`src/inc/iefc_pkg.sv`:
```
// Package for the interrupt enable and flag controller.
// Assumes an APB slave with 32-bit data; registers sit in the low byte of each word.
package iefc_pkg;
	localparam int unsigned ADDR_W = 8;

	localparam logic [7:0] OFF_CORE_CTRL = 8'h00;
	localparam logic [7:0] OFF_PIE_ONE   = 8'h04;
	localparam logic [7:0] OFF_PIE_TWO   = 8'h08;
	localparam logic [7:0] OFF_PIE_THREE = 8'h0C;
	localparam logic [7:0] OFF_PIR_ONE   = 8'h10;
	localparam logic [7:0] OFF_PIR_TWO   = 8'h14;
	localparam logic [7:0] OFF_PIR_THREE = 8'h18;
	localparam logic [7:0] OFF_CORE_CFG  = 8'h1C;
	localparam logic [7:0] OFF_EVT_STAT  = 8'h20;
	localparam logic [7:0] OFF_EVT_CLR   = 8'h24;
	localparam logic [7:0] OFF_EVT_EN    = 8'h28;

	// Core control register fields.
	localparam int unsigned BIT_GLB_EN = 7;
	localparam int unsigned BIT_PER_EN = 6;
	localparam int unsigned BIT_T0IE   = 5;
	localparam int unsigned BIT_EXTIE  = 4;
	localparam int unsigned BIT_PCIE   = 3;
	localparam int unsigned BIT_T0IF   = 2;
	localparam int unsigned BIT_EXTIF  = 1;
	localparam int unsigned BIT_PCIF   = 0;

	// Bits that software may write in the core control, enable and flag registers.
	localparam logic [7:0] MASK_CORE_W = 8'hFE;
	localparam logic [7:0] MASK_ONE    = 8'hC3;
	localparam logic [7:0] MASK_TWO    = 8'h24;
	localparam logic [7:0] MASK_THREE  = 8'h03;

	// Peripheral flag positions, shared with the matching enable positions.
	localparam int unsigned BIT_T1_GATE  = 7;
	localparam int unsigned BIT_ADC_DONE = 6;
	localparam int unsigned BIT_T2_MATCH = 1;
	localparam int unsigned BIT_T1_OVF   = 0;
	localparam int unsigned BIT_CMP_ONE  = 5;
	localparam int unsigned BIT_OSC      = 2;
	localparam int unsigned BIT_CELL_TWO = 1;
	localparam int unsigned BIT_CELL_ONE = 0;

	// Configuration register: edge select for the external pin.
	localparam int unsigned BIT_EDGE_SEL = 0;

	// Block event status bits.
	localparam int unsigned EVT_W        = 3;
	localparam int unsigned EVT_TAKEN    = 0;
	localparam int unsigned EVT_RETURN   = 1;
	localparam int unsigned EVT_EXT_EDGE = 2;

	localparam logic [7:0]  RST_BYTE = 8'h00;
	localparam logic [31:0] RD_ZERO  = 32'h0000_0000;
endpackage

```
`src/design/iefc_ctrl.sv`:
```
// Interrupt enable and flag controller: core control register, three peripheral
// enable registers, peripheral flag capture and the combined request to the core.
// Assumes sources give one-cycle synchronous event pulses and the core pulses
// take and return strobes; all inputs are synchronous to clk_i.
//
// Contract
// - Global enable high passes enabled interrupts to core; low blocks all.
// - Peripheral-group enable must be high for any peripheral-register interrupt.
// - Timer0 overflow enable bit gates the Timer0 flag onto the request.
// - External pin enable bit gates the external pin flag onto the request.
// - Pin-change enable bit gates the pin-change summary flag onto the request.
// - Timer0 overflow sets its flag; it stays until software writes zero.
// - A qualifying external pin edge sets its flag; software writes zero.
// - Pin-change summary is read-only, high while any per-pin flag is set.
// - Flags set on their event regardless of any enable bit.
// - First enable register: gate bit7, ADC bit6, Timer2 bit1, Timer1 bit0.
// - Second enable register: comparator one bit5, oscillator bit2.
// - Third enable register: logic cell two bit1, logic cell one bit0.
// - Unimplemented bits ignore writes and read zero.
// - All enables and flags reset to zero.
// - Taking an interrupt clears global enable; core vectors to fixed address.
// - Return-from-interrupt sets global enable again; pending ones then serviced.
// - External flag sets on rising edge if edge select is one, else falling.
`timescale 1ns/1ns

module iefc_ctrl #(
	parameter int unsigned PIN_CHG_W = 12
) (
	input  wire logic                 clk_i,
	input  wire logic                 rst_i,
	input  wire logic                 psel_i,
	input  wire logic                 penable_i,
	input  wire logic                 pwrite_i,
	input  wire logic [7:0]           paddr_i,
	input  wire logic [31:0]          pwdata_i,
	input  wire logic [3:0]           pstrb_i,
	output logic      [31:0]          prdata_o,
	output logic                      pready_o,
	output logic                      pslverr_o,
	input  wire logic                 timer_zero_ovf_i,
	input  wire logic                 ext_pin_i,
	input  wire logic [PIN_CHG_W-1:0] per_pin_change_flags_i,
	input  wire logic                 timer_one_gate_evt_i,
	input  wire logic                 adc_done_evt_i,
	input  wire logic                 timer_two_match_evt_i,
	input  wire logic                 timer_one_ovf_evt_i,
	input  wire logic                 comparator_one_evt_i,
	input  wire logic                 num_osc_evt_i,
	input  wire logic                 logic_cell_two_evt_i,
	input  wire logic                 logic_cell_one_evt_i,
	input  wire logic                 irq_taken_i,
	input  wire logic                 return_from_isr_i,
	output logic                      core_irq_req_o,
	output logic                      wake_req_o,
	output logic                      block_irq_o
);

	// The summary OR and the port width are only meaningful for 1 to 32 pins.
	if (PIN_CHG_W < 1 || PIN_CHG_W > 32) begin : g_bad_width
		$error("PIN_CHG_W must be between 1 and 32");
	end

	typedef struct packed {
		logic [7:0]       core;
		logic [7:0]       pie_one;
		logic [7:0]       pie_two;
		logic [7:0]       pie_three;
		logic [7:0]       pir_one;
		logic [7:0]       pir_two;
		logic [7:0]       pir_three;
		logic [7:0]       cfg;
		logic [iefc_pkg::EVT_W-1:0] evt_stat;
		logic [iefc_pkg::EVT_W-1:0] evt_en;
		logic             pin_last;
		logic             pin_seen;
		logic [31:0]      rdata;
		logic             slverr;
	} iefc_state_s;

	iefc_state_s st_ff;
	iefc_state_s nxt_st;

	logic       wr_en;
	logic       rd_en;
	logic       hit;
	logic [7:0] wbyte;
	logic       pin_edge;
	logic       pin_chg_any;
	logic [7:0] core_view;
	logic       core_pend;
	logic       per_pend;
	logic [iefc_pkg::EVT_W-1:0] evt_set;

	// Zero-wait slave: every access completes in its first access cycle.
	assign wr_en = psel_i && penable_i && pwrite_i;
	assign rd_en = psel_i && penable_i && !pwrite_i;
	assign wbyte = pstrb_i[0] ? pwdata_i[7:0] : 8'h00;

	always_comb begin
		case (paddr_i)
			iefc_pkg::OFF_CORE_CTRL,
			iefc_pkg::OFF_PIE_ONE,
			iefc_pkg::OFF_PIE_TWO,
			iefc_pkg::OFF_PIE_THREE,
			iefc_pkg::OFF_PIR_ONE,
			iefc_pkg::OFF_PIR_TWO,
			iefc_pkg::OFF_PIR_THREE,
			iefc_pkg::OFF_CORE_CFG,
			iefc_pkg::OFF_EVT_STAT,
			iefc_pkg::OFF_EVT_CLR,
			iefc_pkg::OFF_EVT_EN: hit = 1'b1;
			default:              hit = 1'b0;
		endcase
	end

	assign pin_chg_any = |per_pin_change_flags_i;
	// The pin is compared against the previous sample only once one exists,
	// so the first cycle after reset never reports a false edge.
	assign pin_edge = st_ff.pin_seen && (st_ff.pin_last != ext_pin_i)
		&& (ext_pin_i == st_ff.cfg[iefc_pkg::BIT_EDGE_SEL]);

	always_comb begin
		core_view = st_ff.core;
		core_view[iefc_pkg::BIT_PCIF] = pin_chg_any;
	end

	assign core_pend = (core_view[iefc_pkg::BIT_T0IE] && core_view[iefc_pkg::BIT_T0IF])
		|| (core_view[iefc_pkg::BIT_EXTIE] && core_view[iefc_pkg::BIT_EXTIF])
		|| (core_view[iefc_pkg::BIT_PCIE] && core_view[iefc_pkg::BIT_PCIF]);
	assign per_pend = core_view[iefc_pkg::BIT_PER_EN]
		&& (|(st_ff.pie_one & st_ff.pir_one) || |(st_ff.pie_two & st_ff.pir_two)
		|| |(st_ff.pie_three & st_ff.pir_three));

	always_comb begin
		evt_set = '0;
		evt_set[iefc_pkg::EVT_TAKEN]    = irq_taken_i && st_ff.core[iefc_pkg::BIT_GLB_EN];
		evt_set[iefc_pkg::EVT_RETURN]   = return_from_isr_i;
		evt_set[iefc_pkg::EVT_EXT_EDGE] = pin_edge;
	end

	always_comb begin
		nxt_st = st_ff;
		nxt_st.pin_last = ext_pin_i;
		nxt_st.pin_seen = 1'b1;

		// Software writes go first so that hardware sets below win a same-cycle clear.
		if (wr_en) begin
			case (paddr_i)
				iefc_pkg::OFF_CORE_CTRL: begin
					nxt_st.core = wbyte & iefc_pkg::MASK_CORE_W;
				end
				iefc_pkg::OFF_PIE_ONE: begin
					nxt_st.pie_one = wbyte & iefc_pkg::MASK_ONE;
				end
				iefc_pkg::OFF_PIE_TWO: begin
					nxt_st.pie_two = wbyte & iefc_pkg::MASK_TWO;
				end
				iefc_pkg::OFF_PIE_THREE: begin
					nxt_st.pie_three = wbyte & iefc_pkg::MASK_THREE;
				end
				iefc_pkg::OFF_PIR_ONE: begin
					nxt_st.pir_one = wbyte & iefc_pkg::MASK_ONE;
				end
				iefc_pkg::OFF_PIR_TWO: begin
					nxt_st.pir_two = wbyte & iefc_pkg::MASK_TWO;
				end
				iefc_pkg::OFF_PIR_THREE: begin
					nxt_st.pir_three = wbyte & iefc_pkg::MASK_THREE;
				end
				iefc_pkg::OFF_CORE_CFG: begin
					nxt_st.cfg = {7'h00, wbyte[iefc_pkg::BIT_EDGE_SEL]};
				end
				iefc_pkg::OFF_EVT_CLR: begin
					nxt_st.evt_stat = st_ff.evt_stat & ~wbyte[iefc_pkg::EVT_W-1:0];
				end
				iefc_pkg::OFF_EVT_EN: begin
					nxt_st.evt_en = wbyte[iefc_pkg::EVT_W-1:0];
				end
				default: begin
					nxt_st.slverr = 1'b0;
				end
			endcase
		end

		// Flags set independently of every enable bit.
		if (timer_zero_ovf_i) begin
			nxt_st.core[iefc_pkg::BIT_T0IF] = 1'b1;
		end
		if (pin_edge) begin
			nxt_st.core[iefc_pkg::BIT_EXTIF] = 1'b1;
		end
		nxt_st.core[iefc_pkg::BIT_PCIF] = 1'b0;
		if (timer_one_gate_evt_i) begin
			nxt_st.pir_one[iefc_pkg::BIT_T1_GATE] = 1'b1;
		end
		if (adc_done_evt_i) begin
			nxt_st.pir_one[iefc_pkg::BIT_ADC_DONE] = 1'b1;
		end
		if (timer_two_match_evt_i) begin
			nxt_st.pir_one[iefc_pkg::BIT_T2_MATCH] = 1'b1;
		end
		if (timer_one_ovf_evt_i) begin
			nxt_st.pir_one[iefc_pkg::BIT_T1_OVF] = 1'b1;
		end
		if (comparator_one_evt_i) begin
			nxt_st.pir_two[iefc_pkg::BIT_CMP_ONE] = 1'b1;
		end
		if (num_osc_evt_i) begin
			nxt_st.pir_two[iefc_pkg::BIT_OSC] = 1'b1;
		end
		if (logic_cell_two_evt_i) begin
			nxt_st.pir_three[iefc_pkg::BIT_CELL_TWO] = 1'b1;
		end
		if (logic_cell_one_evt_i) begin
			nxt_st.pir_three[iefc_pkg::BIT_CELL_ONE] = 1'b1;
		end

		// The core's take strobe wins over a software write of global enable,
		// since the core must not re-enter the vector before the handler runs.
		if (irq_taken_i && st_ff.core[iefc_pkg::BIT_GLB_EN]) begin
			nxt_st.core[iefc_pkg::BIT_GLB_EN] = 1'b0;
		end else if (return_from_isr_i) begin
			nxt_st.core[iefc_pkg::BIT_GLB_EN] = 1'b1;
		end

		nxt_st.evt_stat = nxt_st.evt_stat | evt_set;

		nxt_st.slverr = 1'b0;
		nxt_st.rdata = iefc_pkg::RD_ZERO;
		if (psel_i && !penable_i) begin
			nxt_st.slverr = !hit;
			case (paddr_i)
				iefc_pkg::OFF_CORE_CTRL: nxt_st.rdata = {24'h00_0000, core_view};
				iefc_pkg::OFF_PIE_ONE:   nxt_st.rdata = {24'h00_0000, st_ff.pie_one};
				iefc_pkg::OFF_PIE_TWO:   nxt_st.rdata = {24'h00_0000, st_ff.pie_two};
				iefc_pkg::OFF_PIE_THREE: nxt_st.rdata = {24'h00_0000, st_ff.pie_three};
				iefc_pkg::OFF_PIR_ONE:   nxt_st.rdata = {24'h00_0000, st_ff.pir_one};
				iefc_pkg::OFF_PIR_TWO:   nxt_st.rdata = {24'h00_0000, st_ff.pir_two};
				iefc_pkg::OFF_PIR_THREE: nxt_st.rdata = {24'h00_0000, st_ff.pir_three};
				iefc_pkg::OFF_CORE_CFG:  nxt_st.rdata = {24'h00_0000, st_ff.cfg};
				iefc_pkg::OFF_EVT_STAT:  nxt_st.rdata = {29'h0000_0000, st_ff.evt_stat};
				iefc_pkg::OFF_EVT_EN:    nxt_st.rdata = {29'h0000_0000, st_ff.evt_en};
				default:                 nxt_st.rdata = iefc_pkg::RD_ZERO;
			endcase
		end else if (psel_i && penable_i) begin
			nxt_st.slverr = st_ff.slverr;
			nxt_st.rdata = st_ff.rdata;
		end
	end

	always_ff @(posedge clk_i) begin
		if (rst_i) begin
			st_ff <= '0;
		end else begin
			st_ff <= nxt_st;
		end
	end

	assign core_irq_req_o = core_view[iefc_pkg::BIT_GLB_EN] && (core_pend || per_pend);
	// Wake-up ignores global enable, so a sleeping core resumes on any enabled source.
	assign wake_req_o = core_pend || per_pend;
	assign block_irq_o = |(st_ff.evt_stat & st_ff.evt_en);
	assign pready_o = 1'b1;
	assign pslverr_o = psel_i && penable_i && st_ff.slverr;
	assign prdata_o = (rd_en && !st_ff.slverr) ? st_ff.rdata : iefc_pkg::RD_ZERO;

endmodule

```
`config.mk`:
```
export PLATFORM = sky130hd
export DESIGN_NAME = iefc_ctrl
export DESIGN_NICKNAME = d
export VERILOG_FILES = /design/src/inc/iefc_pkg.sv /design/src/design/iefc_ctrl.sv
export SDC_FILE = /design/constraint.sdc
export NUM_CORES = 1
export LEC_CHECK = 0
export ABC_AREA = 1
export BUFFER_PORTS_ARGS = -buffer_cell sky130_fd_sc_hd__buf_2
export CAP_MARGIN = 10
export CORE_ASPECT_RATIO = 1.1
export CORE_MARGIN = 5
export CORE_UTILIZATION = 30
export CTS_BUF_LIST = sky130_fd_sc_hd__clkbuf_8 sky130_fd_sc_hd__clkbuf_16
export CTS_CLUSTER_SIZE = 16
export DETAILED_ROUTE_END_ITERATION = 16
export PLACE_DENSITY = 0.6
export SLEW_MARGIN = 20
export SYNTH_ARGS = -nofsm -noshare
export SYNTH_HDL_FRONTEND = slang
export SYNTH_SLANG_ARGS = --single-unit
export TNS_END_PERCENT = 50
```
`constraint.sdc`:
```
create_clock -name clk_i -period 1.3 [get_ports clk_i]
set_input_delay 0.26 -clock clk_i [delete_from_list [all_inputs] [get_ports clk_i]]
set_output_delay 0.26 -clock clk_i [all_outputs]
set_load 0.01 [all_outputs]
```
==> impl_metrics.json <==
{
  "status": "complete, but fails checks",
  "violations": "setup timing",
  "worstHoldPathCells": 3,
  "vias_per_cell": 4.520,
  "p_int_w": 0.001809,
  "synth-simple-area-share_pct": 37.35,
  "areaGrowthSynthToFinish_pct": 32.35,
  "dieWidth_um": 96.21,
  "synth_top_family_by_area": "simple AND/OR/NAND/NOR gates",
  "clk_latency_ns": 0.29,
  "synth_area_um2": 2452,
  "grt_pass1_vias": 2449,
  "dieArea_um2": 10080,
  "start_util_pct": 30.83,
  "power_density_nw_per_um2": 766.4,
  "path_class": "register to output pin",
  "grt_setup_unrepaired": "yes",
  "grt_use_total_pct": 14.32,
  "antenna_found_initial": 0,
  "p_leak_nw": 1.525,
  "remaining_drc_errors": 0,
  "setup_viol": 6,
  "tritoncts": "yes",
  "min_path_type": "primary input to register",
  "grt_start_max_net_pins": 26,
  "rows": 34,
  "synth.distinct_cells": 33,
  "yosysWarnings": 0,
  "report.final.slew_viol_count": 0,
  "gp_congestion": 0.8461,
  "clock.fmax_mhz": 615.2,
  "final_util_pct": 40.80,
  "cts_root_buffer": "clkbuf_8",
  "synthMuxAreaShare_pct": 0,
  "antenna_left": 0,
  "ys_ff_latch": 41,
  "finalHoldViolCount": 0,
  "dr.pass1.iters": 4,
  "nets": 533,
  "drt-total-wl_um": 7099,
  "ys_seq_area_share_pct": 33.47,
  "postSynthAreaPerCell_um2": 6.774,
  "drv_cap": 0,
  "synth_xor_area_share_pct": 0,
  "vias": 2572,
  "dieHeight_um": 104.8,
  "port_buffers": 57,
  "yosys.area_share.adder_pct": 0,
  "num_io_pins": 110,
  "fin_skew_ns": 0.006605,
  "final.setup.tns_ns": -0.7129,
  "irDropWorstVdd_mv": 0.4320,
  "cts_hold_buf": 0,
  "start_kind": "register",
  "fin_crit_sh_pct": 125.0,
  "critPathCaptureType": "output pin",
  "worst-endpoint-required_ns": 1.04,
  "synth_compound_area_share_pct": 14.69,
  "cts_num_sinks": 41,
  "syn_inst": 362,
  "p_comb_share_pct": 15.9,
  "diodes": 0,
  "arrival_ns": 1.37,
  "fin_crit_ns": 1.625,
  "post_dp_cell_area_um2": 3083,
  "coreArea_um2": 7955,
  "grt_pass1_wl_um": 11390,
  "cts_buffers": 5,
  "overflow": 0,
  "p_sw_w": 0.0006788,
  "cts_buffer_depth": 2,
  "drt_iter0_markers": 117,
  "final_cell_area_um2": 3246,
  "sw_frac_of_total_pct": 27.29,
  "reg2regPathDepth": 7,
  "timing.final.ws_setup_ns": -0.3254,
  "clkTransAtPathRegs_ns": 0.08,
  "hpwl_um": 5828,
  "pre_cts_slack_ns": -0.2087,
  "pwr-share-seq_pct": 52.9,
  "drive_above_1_share_pct": 37.09,
  "clock_power_share_pct": 31.3,
  "path_max_fanout": 2,
  "htree_levels": 2,
  "avgRoutedWirePerCell_um": 12.48
}
==> routing by layer <==
metal	wire [um]	up-vias	global-route usage [%]
li1	-	1320	-
met1	3131	1138	18.88
met2	3200	96	22.89
met3	551	18	2.229
met4	216	0	5.996
met5	0	-	0
==> worst paths after layout <==
kind / from / endpoint / slack [ns]
max: st_ff[50] / core_irq_req_o / -0.33
min reg2reg: st_ff[5] / st_ff[5] / 0.48
max reg2reg: st_ff[50] / st_ff[2] / 0.27
min: ext_pin_i / st_ff[34] / 0.20
==> critical path: stages, from the launching register on <==
cell     delay (ns)
dfxtp_2        0.33
nand2_2        0.07
nand4_1        0.09
o21ai_2        0.18
nand4_1        0.14
nand2_1        0.09
inv_1          0.03
buf_2          0.13
==> flip-flops by register name, summed over array words and instances (netlist names) <==
signal and count:
st_ff 34, core_view 7
==> cells by family after synthesis <==
logic type / count (synthesis)
and+or+nand+nor: 190
buffers and inverters: 66
AOI/OAI and AO/OA: 63
DFF: 41
other: 2
==> power groups by stage <==
stage	registers, W	logic (W)	clock network (W)
6_report	0.00132	0.000394	0.000778
5_1_grt	0.00132	0.000440	0.000870
4_1_cts	0.00131	0.000388	0.000800
3_5_place_dp	0.00134	0.000383	0
3_3_place_gp	0.00134	0.000378	0
2_1_floorplan	0.00134	0.000246	0
==> area by class of cell <==
type / instances / area [um^2]
Tap cell: 108 / 135.1
Sequential cell: 41 / 834.6
Fill cell: 844 / 4710
Clock inverter: 3 / 11.26
Inverter: 34 / 131.4
Timing Repair Buffer: 100 / 636.9
Multi-Input combinational cell: 278 / 1428
Clock buffer: 5 / 68.82
==> what timing repair did <==
action                                  4_1_cts  5_1_grt
pin swaps                                     4        4
endpoints found under the setup margin       12       13
gates resized for setup                      15       16
buffers inserted                              1        1
==> cell usage in the layout (no fill, tap or decap), drive strengths merged <==
master | synthesis | routed
a21oi | 43 | 43
o211ai | 2 | 2
nand3 | 27 | 27
a31oi | 1 | 1
nand4 | 4 | 4
a211oi | 5 | 5
o21ai | 11 | 11
dfxtp | 41 | 41
o31ai | 1 | 1
conb | 2 | 25
inv | 33 | 36
nor3 | 11 | 11
nand2 | 106 | 106
nor2 | 42 | 42
clkbuf | 4 | 5
clkinv | 1 | 1
buf | 28 | 100
==> metrics by stage <==
step           instances  total power [W]  hold WS [ns]
3_5_place_dp         560         0.001724        0.4671
3_3_place_gp         560         0.001718        0.4638
2_1_floorplan        385         0.001582        0.3931
4_1_cts              569         0.002501        0.2043
5_1_grt              569         0.002629        0.2263
6_report             569         0.002488        0.2037
==> cells in the mapped netlist <==
master    instances  area share, %
nor2_4            4            1.8
o21ai_1           4           0.82
a211oi_2          4            2.0
dfxtp_1          41             33
nor2_8            1           0.82
inv_2             8            1.2
a21oi_2           1           0.36
nand2_1         102             16
a211oi_1          1           0.31
a31oi_1           1           0.26
nand2_4           1           0.46
nand2_2           3           0.77
o21ai_0           7            1.4
nor3_2            2           0.82
nor3_4            1           0.66
conb_1            2           0.31
nand3_1          22            4.5
o211ai_1          2           0.61
nand3_4           2            1.4
buf_2             2           0.41
nor2_1           28            4.3
nand3_2           3            1.2
nor3_1            8            1.6
inv_1            24            3.7
buf_4            25            7.7
buf_1             1           0.15
clkbuf_1          4           0.61
nor2_2            9            2.3
nand4_1           4            1.0
clkinv_2          1           0.20
o31ai_1           1           0.31
a21oi_1          42            8.6
inv_4             1           0.26
No activity file was read; power rests on OpenSTA's default activity.
